===== src/rtl/ssr_regs.svh =====
`ifndef SSR_REGS_SVH
`define SSR_REGS_SVH
// ----------------------------------------
// Register offsets
// ----------------------------------------
`define SSR_ADDR_COMMAND 4'h0
`define SSR_ADDR_INT_CONFIG 4'h1
`define SSR_ADDR_RX_CONTROL 4'h3
`define SSR_ADDR_MODE_CONFIG 4'h4
`define SSR_ADDR_SYNC_ONE 4'h6
`define SSR_ADDR_SYNC_TWO 4'h7
`define SSR_ADDR_RX_DATA 4'h8
`define SSR_ADDR_RX_STATUS 4'h9
`define SSR_ADDR_RX_ERROR 4'hA
// ----------------------------------------
// Field positions
// ----------------------------------------
`define SSR_CMD_ERROR_RESET 0
`define SSR_CMD_REARM_FIRST 1
`define SSR_CMD_CRC_RESET 2
`define SSR_CMD_CHANNEL_RESET 3
`define SSR_INT_EXT_ENABLE 0
`define SSR_INT_STATUS_VECTOR 2
`define SSR_INT_MODE_LO 3
`define SSR_RXC_ENABLE 0
`define SSR_RXC_SYNC_INHIBIT 1
`define SSR_RXC_CRC_ENABLE 3
`define SSR_RXC_ENTER_HUNT 4
`define SSR_RXC_AUTO_ENABLE 5
`define SSR_MODE_PARITY_EN 0
`define SSR_MODE_PARITY_EVEN 1
`define SSR_MODE_SYNC_LO 4
`define SSR_ERR_PARITY 4
`define SSR_ERR_OVERRUN 5
`define SSR_ERR_CRC 6
// ----------------------------------------
// Sizes, reset values and timing
// ----------------------------------------
`define SSR_FIFO_DEPTH 2'h3
`define SSR_CHAR_BITS 4'h8
`define SSR_CRC_DELAY_BITS 4'h8
`define SSR_CRC_SHIFT_LAST 4'h7
`define SSR_CRC_POLY 16'hA001
`define SSR_CRC_INIT 16'h0000
`define SSR_REG_RESET 8'h00
`endif


===== src/rtl/ssr_pkg.sv =====
package ssr_pkg;
  // ----------------------------------------
  // Modes
  // ----------------------------------------
  typedef enum logic [1:0] {SSR_INT_NONE, SSR_INT_FIRST, SSR_INT_EVERY, SSR_INT_EVERY_NOPAR}
    ssr_int_mode_t;
  typedef enum logic [1:0] {SSR_SYNC_MONO, SSR_SYNC_BI, SSR_SYNC_RSVD, SSR_SYNC_EXT}
    ssr_sync_mode_t;
  // ----------------------------------------
  // Register bus carrier
  // ----------------------------------------
  typedef struct packed {
    logic [3:0] addr;
    logic [7:0] wdata;
    logic wr;
    logic rd;
  } ssr_bus_t;
  // ----------------------------------------
  // Whole receiver state
  // ----------------------------------------
  typedef struct packed {
    logic [7:0] rdata;
    logic rxIrq;
    logic specIrq;
    logic extIrq;
    logic clkS1;
    logic clkS2;
    logic clkS3;
    logic datS1;
    logic datS2;
    logic dcdS1;
    logic dcdS2;
    logic dcdS3;
    logic synS1;
    logic synS2;
    logic [7:0] modeCfg;
    logic [7:0] intCfg;
    logic [7:0] rxCtl;
    logic [7:0] syncOne;
    logic [7:0] syncTwo;
    logic hunt;
    logic stripSync;
    logic [15:0] shiftReg;
    logic [3:0] bitCnt;
    logic [2:0][7:0] fifo;
    logic [1:0] cnt;
    logic parErr;
    logic ovrErr;
    logic firstArmed;
    logic [7:0] pendChar;
    logic [3:0] pendCnt;
    logic pendAct;
    logic [7:0] shChar;
    logic [3:0] shCnt;
    logic shAct;
    logic shInc;
    logic [15:0] crc;
    logic crcErr;
  } ssr_state_t;
endpackage : ssr_pkg


===== src/rtl/ssr_receiver.sv =====
// Local design decisions: strobed register access and the placing of the registers.
`timescale 1ns/10ps
`default_nettype none
`include "ssr_regs.svh"
module ssr_receiver
  import ssr_pkg::*;
(
  input wire logic clk_sys,
  input wire logic reset_n,
  input wire ssr_bus_t bus,
  output logic [7:0] rdata,
  input wire logic rxClockIn,
  input wire logic rxDataIn,
  input wire logic carrierDetectIn_n,
  input wire logic extSyncIn_n,
  output logic rxIrq,
  output logic specialIrq,
  output logic extStatusIrq
);
  // ----------------------------------------
  // State and helpers
  // ----------------------------------------
  ssr_state_t q;
  ssr_state_t d;
  logic bitEdge;
  logic errClr;
  logic carrierOn;

  function automatic logic [15:0] crcStep(input logic [15:0] c, input logic b);
    crcStep = (c[0] ^ b) ? ((c >> 1) ^ `SSR_CRC_POLY) : (c >> 1);
  endfunction : crcStep

  function automatic logic cmdBit(input ssr_bus_t b, input int pos);
    cmdBit = b.wr && (b.addr == `SSR_ADDR_COMMAND) && b.wdata[pos];
  endfunction : cmdBit

  assign bitEdge = q.clkS2 & ~q.clkS3;
  assign errClr = cmdBit(bus, `SSR_CMD_ERROR_RESET);
  assign carrierOn = ~q.dcdS2;

  // ----------------------------------------
  // Next state
  // ----------------------------------------
  always_comb
  begin
    logic [1:0] iMode;
    logic [1:0] sMode;
    logic [3:0] charLen;
    logic [7:0] ch;
    logic pErr;
    logic xfer;
    logic syncHit;
    iMode = 2'h0;
    sMode = 2'h0;
    charLen = 4'h0;
    ch = 8'h00;
    pErr = 1'b0;
    xfer = 1'b0;
    syncHit = 1'b0;
    d = q;
    d.rxIrq = 1'b0;
    d.specIrq = 1'b0;
    d.extIrq = 1'b0;
    d.clkS1 = rxClockIn;
    d.clkS2 = q.clkS1;
    d.clkS3 = q.clkS2;
    d.datS1 = rxDataIn;
    d.datS2 = q.datS1;
    d.dcdS1 = carrierDetectIn_n;
    d.dcdS2 = q.dcdS1;
    d.dcdS3 = q.dcdS2;
    d.synS1 = extSyncIn_n;
    d.synS2 = q.synS1;
    iMode = q.intCfg[`SSR_INT_MODE_LO+:2];
    sMode = q.modeCfg[`SSR_MODE_SYNC_LO+:2];
    charLen = `SSR_CHAR_BITS + {3'h0, q.modeCfg[`SSR_MODE_PARITY_EN]};
    // Register writes
    if (bus.wr)
    begin
      case (bus.addr)
        `SSR_ADDR_INT_CONFIG: d.intCfg = bus.wdata;
        `SSR_ADDR_RX_CONTROL:
        begin
          d.rxCtl = bus.wdata;
          if (bus.wdata[`SSR_RXC_ENTER_HUNT])
          begin
            d.hunt = 1'b1;
          end
        end
        `SSR_ADDR_MODE_CONFIG: d.modeCfg = bus.wdata;
        `SSR_ADDR_SYNC_ONE: d.syncOne = bus.wdata;
        `SSR_ADDR_SYNC_TWO: d.syncTwo = bus.wdata;
        default: d.rxCtl = d.rxCtl;
      endcase
    end
    if (errClr)
    begin
      d.parErr = 1'b0;
      d.ovrErr = 1'b0;
    end
    if (cmdBit(bus, `SSR_CMD_REARM_FIRST))
    begin
      d.firstArmed = 1'b1;
    end
    if (cmdBit(bus, `SSR_CMD_CRC_RESET))
    begin
      d.crc = `SSR_CRC_INIT;
    end
    if (cmdBit(bus, `SSR_CMD_CHANNEL_RESET))
    begin
      d.rxCtl = `SSR_REG_RESET;
      d.hunt = 1'b1;
      d.cnt = 2'h0;
    end
    // Register reads, data one cycle later
    d.rdata = 8'h00;
    if (bus.rd)
    begin
      case (bus.addr)
        `SSR_ADDR_INT_CONFIG: d.rdata = q.intCfg;
        `SSR_ADDR_RX_CONTROL: d.rdata = q.rxCtl;
        `SSR_ADDR_MODE_CONFIG: d.rdata = q.modeCfg;
        `SSR_ADDR_SYNC_ONE: d.rdata = q.syncOne;
        `SSR_ADDR_SYNC_TWO: d.rdata = q.syncTwo;
        `SSR_ADDR_RX_STATUS: d.rdata = {3'h0, q.hunt, carrierOn, 1'b0, q.cnt};
        `SSR_ADDR_RX_ERROR: d.rdata = {1'b0, q.crcErr, q.ovrErr, q.parErr, 4'h0};
        `SSR_ADDR_RX_DATA:
        begin
          if (q.cnt != 2'h0)
          begin
            d.rdata = q.fifo[0];
            d.fifo = {8'h00, q.fifo[2], q.fifo[1]};
            d.cnt = q.cnt - 2'h1;
          end
        end
        default: d.rdata = 8'h00;
      endcase
    end
    // Carrier change interrupt
    if (q.intCfg[`SSR_INT_EXT_ENABLE] && (q.dcdS2 != q.dcdS3))
    begin
      d.extIrq = 1'b1;
    end
    // Serial side, one bit per receive clock rising edge
    if (bitEdge)
    begin
      // CRC delay then shift; result after sixteen bit times
      if (q.shAct)
      begin
        if (q.shInc)
        begin
          d.crc = crcStep(d.crc, q.shChar[q.shCnt[2:0]]);
        end
        d.shCnt = q.shCnt + 4'h1;
        if (q.shCnt == `SSR_CRC_SHIFT_LAST)
        begin
          d.shAct = 1'b0;
          d.crcErr = (d.crc != 16'h0000);
        end
      end
      if (q.pendAct)
      begin
        d.pendCnt = q.pendCnt + 4'h1;
        if (d.pendCnt == `SSR_CRC_DELAY_BITS)
        begin
          d.pendAct = 1'b0;
          d.shAct = 1'b1;
          d.shCnt = 4'h0;
          d.shChar = q.pendChar;
          d.shInc = q.rxCtl[`SSR_RXC_CRC_ENABLE];
        end
      end
      if (q.rxCtl[`SSR_RXC_ENABLE] && (!q.rxCtl[`SSR_RXC_AUTO_ENABLE] || carrierOn))
      begin
        d.shiftReg = {q.datS2, q.shiftReg[15:1]};
        if (q.hunt)
        begin
          case (sMode)
            SSR_SYNC_MONO: syncHit = (d.shiftReg[15:8] == q.syncOne);
            SSR_SYNC_BI: syncHit = (d.shiftReg == {q.syncTwo, q.syncOne});
            SSR_SYNC_EXT: syncHit = ~q.synS2;
            default: syncHit = 1'b0;
          endcase
          if (syncHit)
          begin
            d.hunt = 1'b0;
            d.bitCnt = 4'h0;
            d.stripSync = q.rxCtl[`SSR_RXC_SYNC_INHIBIT];
          end
        end
        else
        begin
          d.bitCnt = q.bitCnt + 4'h1;
          if (d.bitCnt == charLen)
          begin
            d.bitCnt = 4'h0;
            ch = q.modeCfg[`SSR_MODE_PARITY_EN] ? d.shiftReg[14:7] : d.shiftReg[15:8];
            pErr = q.modeCfg[`SSR_MODE_PARITY_EN]
              & ((^d.shiftReg[15:7]) ^ ~q.modeCfg[`SSR_MODE_PARITY_EVEN]);
            if (q.stripSync && (ch == q.syncOne))
            begin
              xfer = 1'b0;
            end
            else
            begin
              d.stripSync = 1'b0;
              xfer = 1'b1;
            end
          end
        end
      end
    end
    // Transfer into the FIFO; set wins over any clear this cycle
    if (xfer)
    begin
      if (d.cnt == `SSR_FIFO_DEPTH)
      begin
        d.fifo[2] = ch;
        d.ovrErr = 1'b1;
      end
      else
      begin
        d.fifo[d.cnt] = ch;
        d.cnt = d.cnt + 2'h1;
      end
      d.parErr = d.parErr | pErr;
      d.pendChar = ch;
      d.pendCnt = 4'h0;
      d.pendAct = 1'b1;
      case (iMode)
        SSR_INT_FIRST:
        begin
          if (d.firstArmed)
          begin
            d.rxIrq = 1'b1;
            d.firstArmed = 1'b0;
          end
          else if (d.ovrErr && (q.cnt == `SSR_FIFO_DEPTH))
          begin
            d.specIrq = 1'b1;
          end
        end
        SSR_INT_EVERY, SSR_INT_EVERY_NOPAR:
        begin
          if (q.intCfg[`SSR_INT_STATUS_VECTOR]
            && ((d.ovrErr && (q.cnt == `SSR_FIFO_DEPTH))
            || (pErr && (iMode == SSR_INT_EVERY))))
          begin
            d.specIrq = 1'b1;
          end
          else
          begin
            d.rxIrq = 1'b1;
          end
        end
        default: d.rxIrq = 1'b0;
      endcase
    end
  end

  // ----------------------------------------
  // State register
  // ----------------------------------------
  always_ff @(posedge clk_sys or negedge reset_n)
  begin
    if (!reset_n)
    begin
      q <= '0;
      q.hunt <= 1'b1;
      q.firstArmed <= 1'b1;
      q.clkS1 <= 1'b1;
      q.clkS2 <= 1'b1;
      q.clkS3 <= 1'b1;
      q.dcdS1 <= 1'b1;
      q.dcdS2 <= 1'b1;
      q.dcdS3 <= 1'b1;
      q.synS1 <= 1'b1;
      q.synS2 <= 1'b1;
    end
    else
    begin
      q <= d;
    end
  end

  assign rdata = q.rdata;
  assign rxIrq = q.rxIrq;
  assign specialIrq = q.specIrq;
  assign extStatusIrq = q.extIrq;
endmodule : ssr_receiver
`default_nettype wire


===== config.mk =====
export PLATFORM = sky130hd
export DESIGN_NAME = ssr_receiver
export DESIGN_NICKNAME = d
export VERILOG_FILES = /design/src/rtl/ssr_pkg.sv /design/src/rtl/ssr_receiver.sv
export VERILOG_INCLUDE_DIRS = /design/src /design/src/rtl
export SDC_FILE = /design/constraint.sdc
export NUM_CORES = 1
export LEC_CHECK = 0
export ABC_AREA = 1
export BUFFER_PORTS_ARGS = -buffer_cell sky130_fd_sc_hd__buf_2
export CORE_ASPECT_RATIO = 0.75
export CORE_MARGIN = 2
export CORE_UTILIZATION = 60
export CTS_CLUSTER_DIAMETER = 120
export CTS_CLUSTER_SIZE = 20
export DETAILED_ROUTE_END_ITERATION = 10
export PLACE_DENSITY = 0.76
export SKIP_LAST_GASP = 1
export SLEW_MARGIN = 20
export SYNTH_ARGS = -nofsm -noshare
export SYNTH_HDL_FRONTEND = slang
export SYNTH_SLANG_ARGS = --single-unit

===== constraint.sdc =====
create_clock -name clk_sys -period 2.46 [get_ports clk_sys]
set_input_delay 0.492 -clock clk_sys [delete_from_list [all_inputs] [get_ports clk_sys]]
set_output_delay 0.492 -clock clk_sys [all_outputs]
set_load 0.02 [all_outputs]

# Word level (Yosys, flattened, before mapping)
# Cells that the tools add are included.
[totals]
regBits = 156
[classes]
add_sub_neg = 6
n_lt_le_gt_ge = 3
eq_ne = 24
mux = 77
bitwise = 10
n_reduce_logical = 37
[op_table]
columns = ["operator", "n"]
rows = [
  ["8-bit 2-to-1 mux", 13],
  ["16-bit 2-to-1 mux", 5],
  ["26-bit 2-to-1 mux", 3],
  ["8-bit case mux with 8 select lines", 1],
  ["22-bit 2-to-1 mux", 2],
  ["42-bit 2-to-1 mux", 1],
  ["36-bit 2-to-1 mux", 1],
  ["1-bit 2-to-1 mux", 32],
  ["25-bit 2-to-1 mux", 1],
  ["24-bit bitwise mux", 1],
  ["19-bit 2-to-1 mux", 1],
  ["18-bit 2-to-1 mux", 1],
  ["17-bit 2-to-1 mux", 1],
  ["8-bit demux with 2-bit select", 1],
  ["16-bit == test", 1],
  ["4-bit by 3-bit == test with 1-bit output (second input constant)", 4],
  ["4-bit == test (second input constant)", 4],
  ["8-bit == test", 2],
  ["16-bit nonzero test", 1],
  ["15-bit 2-to-1 mux", 1],
  ["2-bit AND reduction", 7],
  ["4-bit by 1-bit adder with 4-bit output (second input constant)", 3],
  ["1-bit logical AND", 12],
  ["4-bit 2-to-1 mux", 3],
  ["other kinds (33)", 55],
]

# Longest topological paths before layout
# Gate-level depths: netlist of the first run.
[logic_depth]
ltp_word = 16
depth_mapped = 16

# Least setup slack after synthesis of the first run
# Ideal clock, no wire load.
[synth_timing]
kind = "reg2reg"
from = "reg q[73] (netlist name)"
to = "reg q[71] (netlist name)"
arrival_time_ns = 1.838
t_required_ns = 2.331
setup_slack_ns = 0.493
stages_incl_launch_ff = 13
period_less_slack_ns = 1.967
path_cell_list = "dfrtp_1 ha_1 a21oi_1 nand3_1 nor2_1 nand2_1 inv_2 o21ai_4 inv_4 nand2_4 buf_6 nand3_1 o21ai_1"
[synth_rtl]
columns = ["element", "line_no", "rtl"]
rows = [
  ["start: declaration", "ssr_receiver.sv:23", "ssr_state_t q;"],
]

==> results of run 1 <==
per-layer routing:
layer	wire (um)	track usage
met5	0	0
met4	282	0.0793
met3	2170	0.0944
met2	8380	0.427
met1	9450	0.470
stage by stage:
step                      hold WS (ns)  setup slack (ns)  total power [mW]  area, um2  utilization
after global routing             0.141           0.00557              8.09       8900        0.691
after CTS                        0.144            0.0392              7.68       8880        0.689
after global placement           0.333            0.0539              4.94       8260        0.641
final                            0.155             0.168              7.72       8900        0.691
after floorplan                  0.196             0.493              4.39       7860            -
after detailed placement         0.338            0.0670              4.97       8260        0.641
how the worst max path moves through the flow:
stage,from,to,cells past startpoint
6_report,q[91],q[56],12
5_1_grt,q[91],q[56],12
4_1_cts,d[142],q[56],11
3_5_place_dp,bus[13],q[56],11
3_3_place_gp,d[142],q[55],11
2_1_floorplan,q[73],q[71],12
critical path, cell delays in order, from the launching register on:
cell and delay (ns):
dfrtp_1 0.46, inv_1 0.24, nand2_1 0.11, o21ai_2 0.17, o21ai_1 0.11, nor2_1 0.10, nand3_1 0.16, o21ai_4 0.32
inv_4 0.12, nand2_4 0.17, nand2_1 0.07, o21ai_1 0.08, inv_1 0.05
cell usage after synthesis (3+ instances only):
cell,n,area share
a21oi_1,25,0.016
a221oi_1,5,0.0056
a31oi_1,12,0.0096
buf_2,7,0.0045
buf_4,10,0.0096
clkbuf_1,21,0.010
dfrtp_1,145,0.46
dfstp_2,10,0.033
ha_1,3,0.0048
inv_1,113,0.054
inv_2,3,0.0014
nand2_1,290,0.14
nand3_1,78,0.050
nand4_1,9,0.0072
nor2_1,69,0.033
nor3_1,9,0.0057
o211ai_1,3,0.0029
o21ai_0,93,0.059
o21ai_1,31,0.020
o21ai_2,6,0.0067
o22ai_1,9,0.0072
xnor2_1,9,0.010
xor2_1,17,0.019
cells by family (layout without fill, tap and decap cells):
| family | after synthesis | after routing | share of synthesized area |
|---|---|---|---|
| AOI/OAI and AO/OA | 197 | 197 | 0.142 |
| buffers and inverters | 161 | 212 | 0.0850 |
| DFF | 155 | 155 | 0.495 |
| xor gates and xnor gates | 26 | 26 | 0.0290 |
| muxes | 1 | 1 | 0.00127 |
| adders and majority gates | 3 | 3 | 0.00478 |
| and+or+nand+nor | 465 | 465 | 0.243 |
report_power, final:
| part | internal [mW] | total, mW | switching, mW |
|---|---|---|---|
| Combinational | 0.636 | 1.79 | 1.16 |
| Sequential | 2.88 | 3.22 | 0.339 |
| Clock | 1.62 | 2.70 | 1.08 |
| Total | 5.14 | 7.72 | 2.57 |
timing repair:
item,in CTS,in global routing
gates resized for setup,0,5
setup endpoints to repair,0,33
hold endpoints to repair,33,0
hold buffers,1,0
state kept, by name, summed over array words and instances (netlist names):
signal / cells
q: 138
d: 6
extStatusIrq: 1
specialIrq: 1
rxIrq: 1
rdata: 8
layout make-up:
cell class / instances / share of cell area
Multi-Input combinational cell: 692 / 0.373
Inverter: 119 / 0.0505
Clock buffer: 18 / 0.0493
Clock inverter: 14 / 0.0191
Tap cell: 171 / 0.0240
Sequential cell: 155 / 0.437
Timing Repair Buffer: 61 / 0.0472
==> impl_metrics.json, run 1 <==
{
  "outcome": "completed",
  "drt-total-wl_mm": 20.3,
  "io_pins": 31,
  "async_flop_share": 1.00,
  "layout-drive-gt1-share": 0.113,
  "multi_input_area_mm2": 0.00332,
  "post_cts_buffers": 0,
  "cts_sinks": 155,
  "dieArea_mm2": 0.0140,
  "clkSlewWorstSetupHoldPaths_ns": 0.06,
  "clock.fmax_ghz": 0.436,
  "cp-end-kind": "register",
  "drtPass1Iterations": 7,
  "route.detailed.drc": 0,
  "die_y_um": 103,
  "min_from": "extSyncIn_n",
  "tightest_slew_ns": 0.594,
  "die_w_um": 136,
  "ys_seq_area_frac": 0.495,
  "grt_start_max_net_pins": 65,
  "core_mm2": 0.0129,
  "synth_top_flop_cell": "dfrtp_1",
  "grt-ovfl-total": 0,
  "numPortBuffers": 30,
  "ys_warn_count": 0,
  "diodes": 0,
  "fill_cells": 1045,
  "htree_levels": 4,
  "hpwl_mm": 14.4,
  "dp.cells": 1197,
  "ys_types": 48,
  "irDropWorstVdd_mv": 0.736,
  "clockBufferDepth": 2,
  "rows": 36,
  "critPathMaxFanout": 15,
  "r2r_start": "q[91]",
  "viasPerCell": 5.66,
  "setup.worst_path.start_class": "register",
  "drt_iter0_markers": 837,
  "max-slew-margin-rel": 0.594,
  "grt_pass1_vias": 6155,
  "final_common_cell": "nand2_1",
  "hold_path_class": "input port to register",
  "period_needed_ns": 2.29,
  "rsz0062_at_grt": "no",
  "antenna_found_initial": 0,
  "clock_latency_ns": 0.43,
  "syn_to_final_growth_pct": 13.3,
  "ff2ff_path_depth": 12,
  "syn_area_per_cell_um2": 7.80,
  "critPathKind": "register to register",
  "leakagePower_nw": 4.48,
  "root_buffer": "clkbuf_16",
  "ff_latch_area_mm2": 0.00389,
  "fin_skew_ns": 0.00923,
  "dr_total_vias": 6967,
  "hold_violations": 0,
  "mostFrequentLayoutCells": "290 x nand2_1, 145 x dfrtp_1, 113 x inv_1",
  "worstHoldPathCells": 1,
  "fin_cells": 1230,
  "cts_tree": "built",
  "required_ns": 2.78,
  "syn-num-nets": 1031,
  "start_util": 0.610,
  "ys_seq_elements": 155,
  "tns_ns": 0,
  "holdPathEnd": "d[135]",
  "wl_per_cell_um": 16.5,
  "setup_viol": 0,
  "min_period_over_period": 0.932,
  "ant_nets": 0,
  "p_per_area_mw_per_mm2": 867,
  "num-nets-final": 1069,
  "syn_area_mm2": 0.00786,
  "gp_congestion": 0.960,
  "slew_viol_final": 0,
  "arrival_ns": 2.61,
  "postSynthCellCount": 1008,
  "drv_cap": 0,
  "r2r_slack_ns": 0.17,
  "synth_edf_count": 0,
  "cts_buffers": 17,
  "grtUsageTotal": 0.309,
  "r2r_end": "q[56]",
  "grt_pass1_wl_mm": 32.5
}
Note: power is estimated with default switching activity, not from simulation.
==> run 2, diff against run 1 <==
CELL_PAD_IN_SITES_DETAIL_PLACEMENT = 1   (was unset)
CELL_PAD_IN_SITES_GLOBAL_PLACEMENT = 1   (was unset)
CORE_UTILIZATION = 50   (was 60)
PLACE_DENSITY = 0.83   (was 0.76)
clock period = 2.8 ns   (was 2.46 ns; I/O delays follow)
==> impl_metrics.json, run 2 (synthesis gave the netlist of run 1 again) <==
{
  "wl_per_cell_um": 19.7,
  "r2r_start": "q[127]",
  "antenna_found_initial": 0,
  "r2r_slack_ns": 0.23,
  "mostFrequentLayoutCells": "290 x nand2_1, 145 x dfrtp_1, 113 x inv_1",
  "grt_pass1_vias": 7374,
  "fin_skew_ns": 0.00873,
  "cp_top_family": "flip-flops",
  "irDropWorstVdd_mv": 0.372,
  "top_usage_layer": "met2",
  "setup.worst_path.start_class": "register",
  "rsz0062_at_grt": "no",
  "top_register": "q",
  "tightest_slew_ns": 0.758,
  "fin_cells": 1250,
  "largest_reg_flops": 138,
  "cts_tree": "built",
  "outcome": "completed",
  "grt_pass1_wl_mm": 40.1,
  "post_cts_buffers": 0,
  "grt_use_met1": 0.454,
  "clockBufferDepth": 2,
  "setup.worst_path.end": "q[34]",
  "clkSlewWorstSetupHoldPaths_ns": 0.06,
  "use_met2": 0.482,
  "num-nets-final": 1055,
  "setup_viol": 0,
  "hold_path_class": "input port to asynchronous set/reset pin",
  "ff2ff_path_depth": 8,
  "root_buffer": "clkbuf_16",
  "critPathMaxFanout": 27,
  "grt-ovfl-total": 0,
  "grtUsageTotal": 0.313,
  "crit_buf_inv": 1,
  "cp-startpoint": "q[127]",
  "r2r_end": "q[34]",
  "cts_buffers": 17,
  "viasPerCell": 5.73,
  "fill_cells": 1949,
  "io_pins": 31,
  "min_period_over_period": 0.916,
  "multi_input_area_mm2": 0.00330,
  "numPortBuffers": 30,
  "leakagePower_nw": 4.44,
  "route.detailed.drc": 0,
  "cts_hold_buf": 0,
  "drt-total-wl_mm": 24.6,
  "ff_latch_area_mm2": 0.00389,
  "clock_latency_ns": 0.43,
  "tns_ns": 0,
  "final_common_cell": "nand2_1",
  "die_y_um": 113,
  "htree_levels": 4,
  "drv_cap": 0,
  "clock.fmax_ghz": 0.390,
  "gp_congestion": 0.898,
  "drt_iter0_markers": 542,
  "critPathKind": "register to register",
  "ant_nets": 0,
  "cts_sinks": 155,
  "cts_resized": 0,
  "start_util": 0.513,
  "required_ns": 3.14,
  "cp_num_cells": 8,
  "dp.cells": 1218,
  "rows": 39,
  "max-slew-margin-rel": 0.494,
  "grt_start_max_net_pins": 62,
  "cp_slowest_stage_delay_ns": 0.83,
  "dr_total_vias": 7165,
  "diodes": 0,
  "dieArea_mm2": 0.0167,
  "syn_to_final_growth_pct": 13.0,
  "period_needed_ns": 2.57,
  "arrival_ns": 2.90,
  "hold_violations": 0,
  "p_per_area_mw_per_mm2": 794,
  "crit_slowest_cell": "dfrtp_1",
  "core_mm2": 0.0153,
  "die_w_um": 149,
  "layout-drive-gt1-share": 0.100,
  "grt.met3_usage": 0.0679,
  "hpwl_mm": 17.4,
  "drtPass1Iterations": 6,
  "cp-end-kind": "register",
  "path_cells": "o21ai_1 -> xor2_1 -> nor2_1 -> nand3_1 -> o21ai_4 -> buf_4 -> nand2_1 -> o21ai_0",
  "slew_viol_final": 0
}
run 2: changes by cell type in the layout (fill, tap and decap cells not counted), sizes merged, moves of 2 or more:
cell / change
clkbuf: +2
bufinv: +2
buf: -13
clkinvlp: -2
clkinv: -3
run 2: worst register-to-register path, cell delays in order, from the launching register on:
cell and delay (ns):
dfrtp_1 0.83, o21ai_1 0.29, xor2_1 0.23, nor2_1 0.14, nand3_1 0.16, o21ai_4 0.20, buf_4 0.32, nand2_1 0.12
o21ai_0 0.19
run 2: layer usage:
metal	share of wire	vias to the layer above
li1	-	3317
met1	0.46	3568
met5	0	-
met2	0.44	240
met3	0.075	40
met4	0.016	0
run 2: worst min-delay path by stage:
stage	startpoint	to	slack [ns]	depth (start not counted)
final	reset_n	q[83]	0.11	1
after global routing	reset_n	q[84]	0.13	1
after detailed placement	d[135]	q[135]	0.35	0
after CTS	reset_n	q[81]	0.14	1
after global placement	d[140]	q[140]	0.33	0
after floorplan	reset_n	d[140]	0.26	0
run 2: final cells by class:
class	count	area share
Timing Repair Buffer	47	0.0348
Inverter	119	0.0506
Tap cell	205	0.0289
Sequential cell	155	0.438
Clock inverter	12	0.0235
Clock buffer	20	0.0525
Multi-Input combinational cell	692	0.372
run 2: through the flow:
stage,setup slack [ns],instance area (um2),hold slack [ns],utilization,power [mW]
finish,0.235,8880,0.110,0.580,7.05
global route,0.0213,8880,0.134,0.580,7.40
CTS,0.246,8880,0.137,0.580,7.07
detailed placement,0.220,8210,0.349,0.536,4.39
global placement,0.340,8210,0.333,0.536,4.31
floorplan,0.803,7860,0.264,-,3.85
run 2: power breakdown:
part | switching, mW | total (mW) | leakage, nW | internal (mW)
Sequential | 0.396 | 2.93 | 2.03 | 2.53
Clock | 0.977 | 2.64 | 0.323 | 1.66
Combinational | 0.985 | 1.48 | 2.08 | 0.499
Total | 2.36 | 7.05 | 4.44 | 4.70
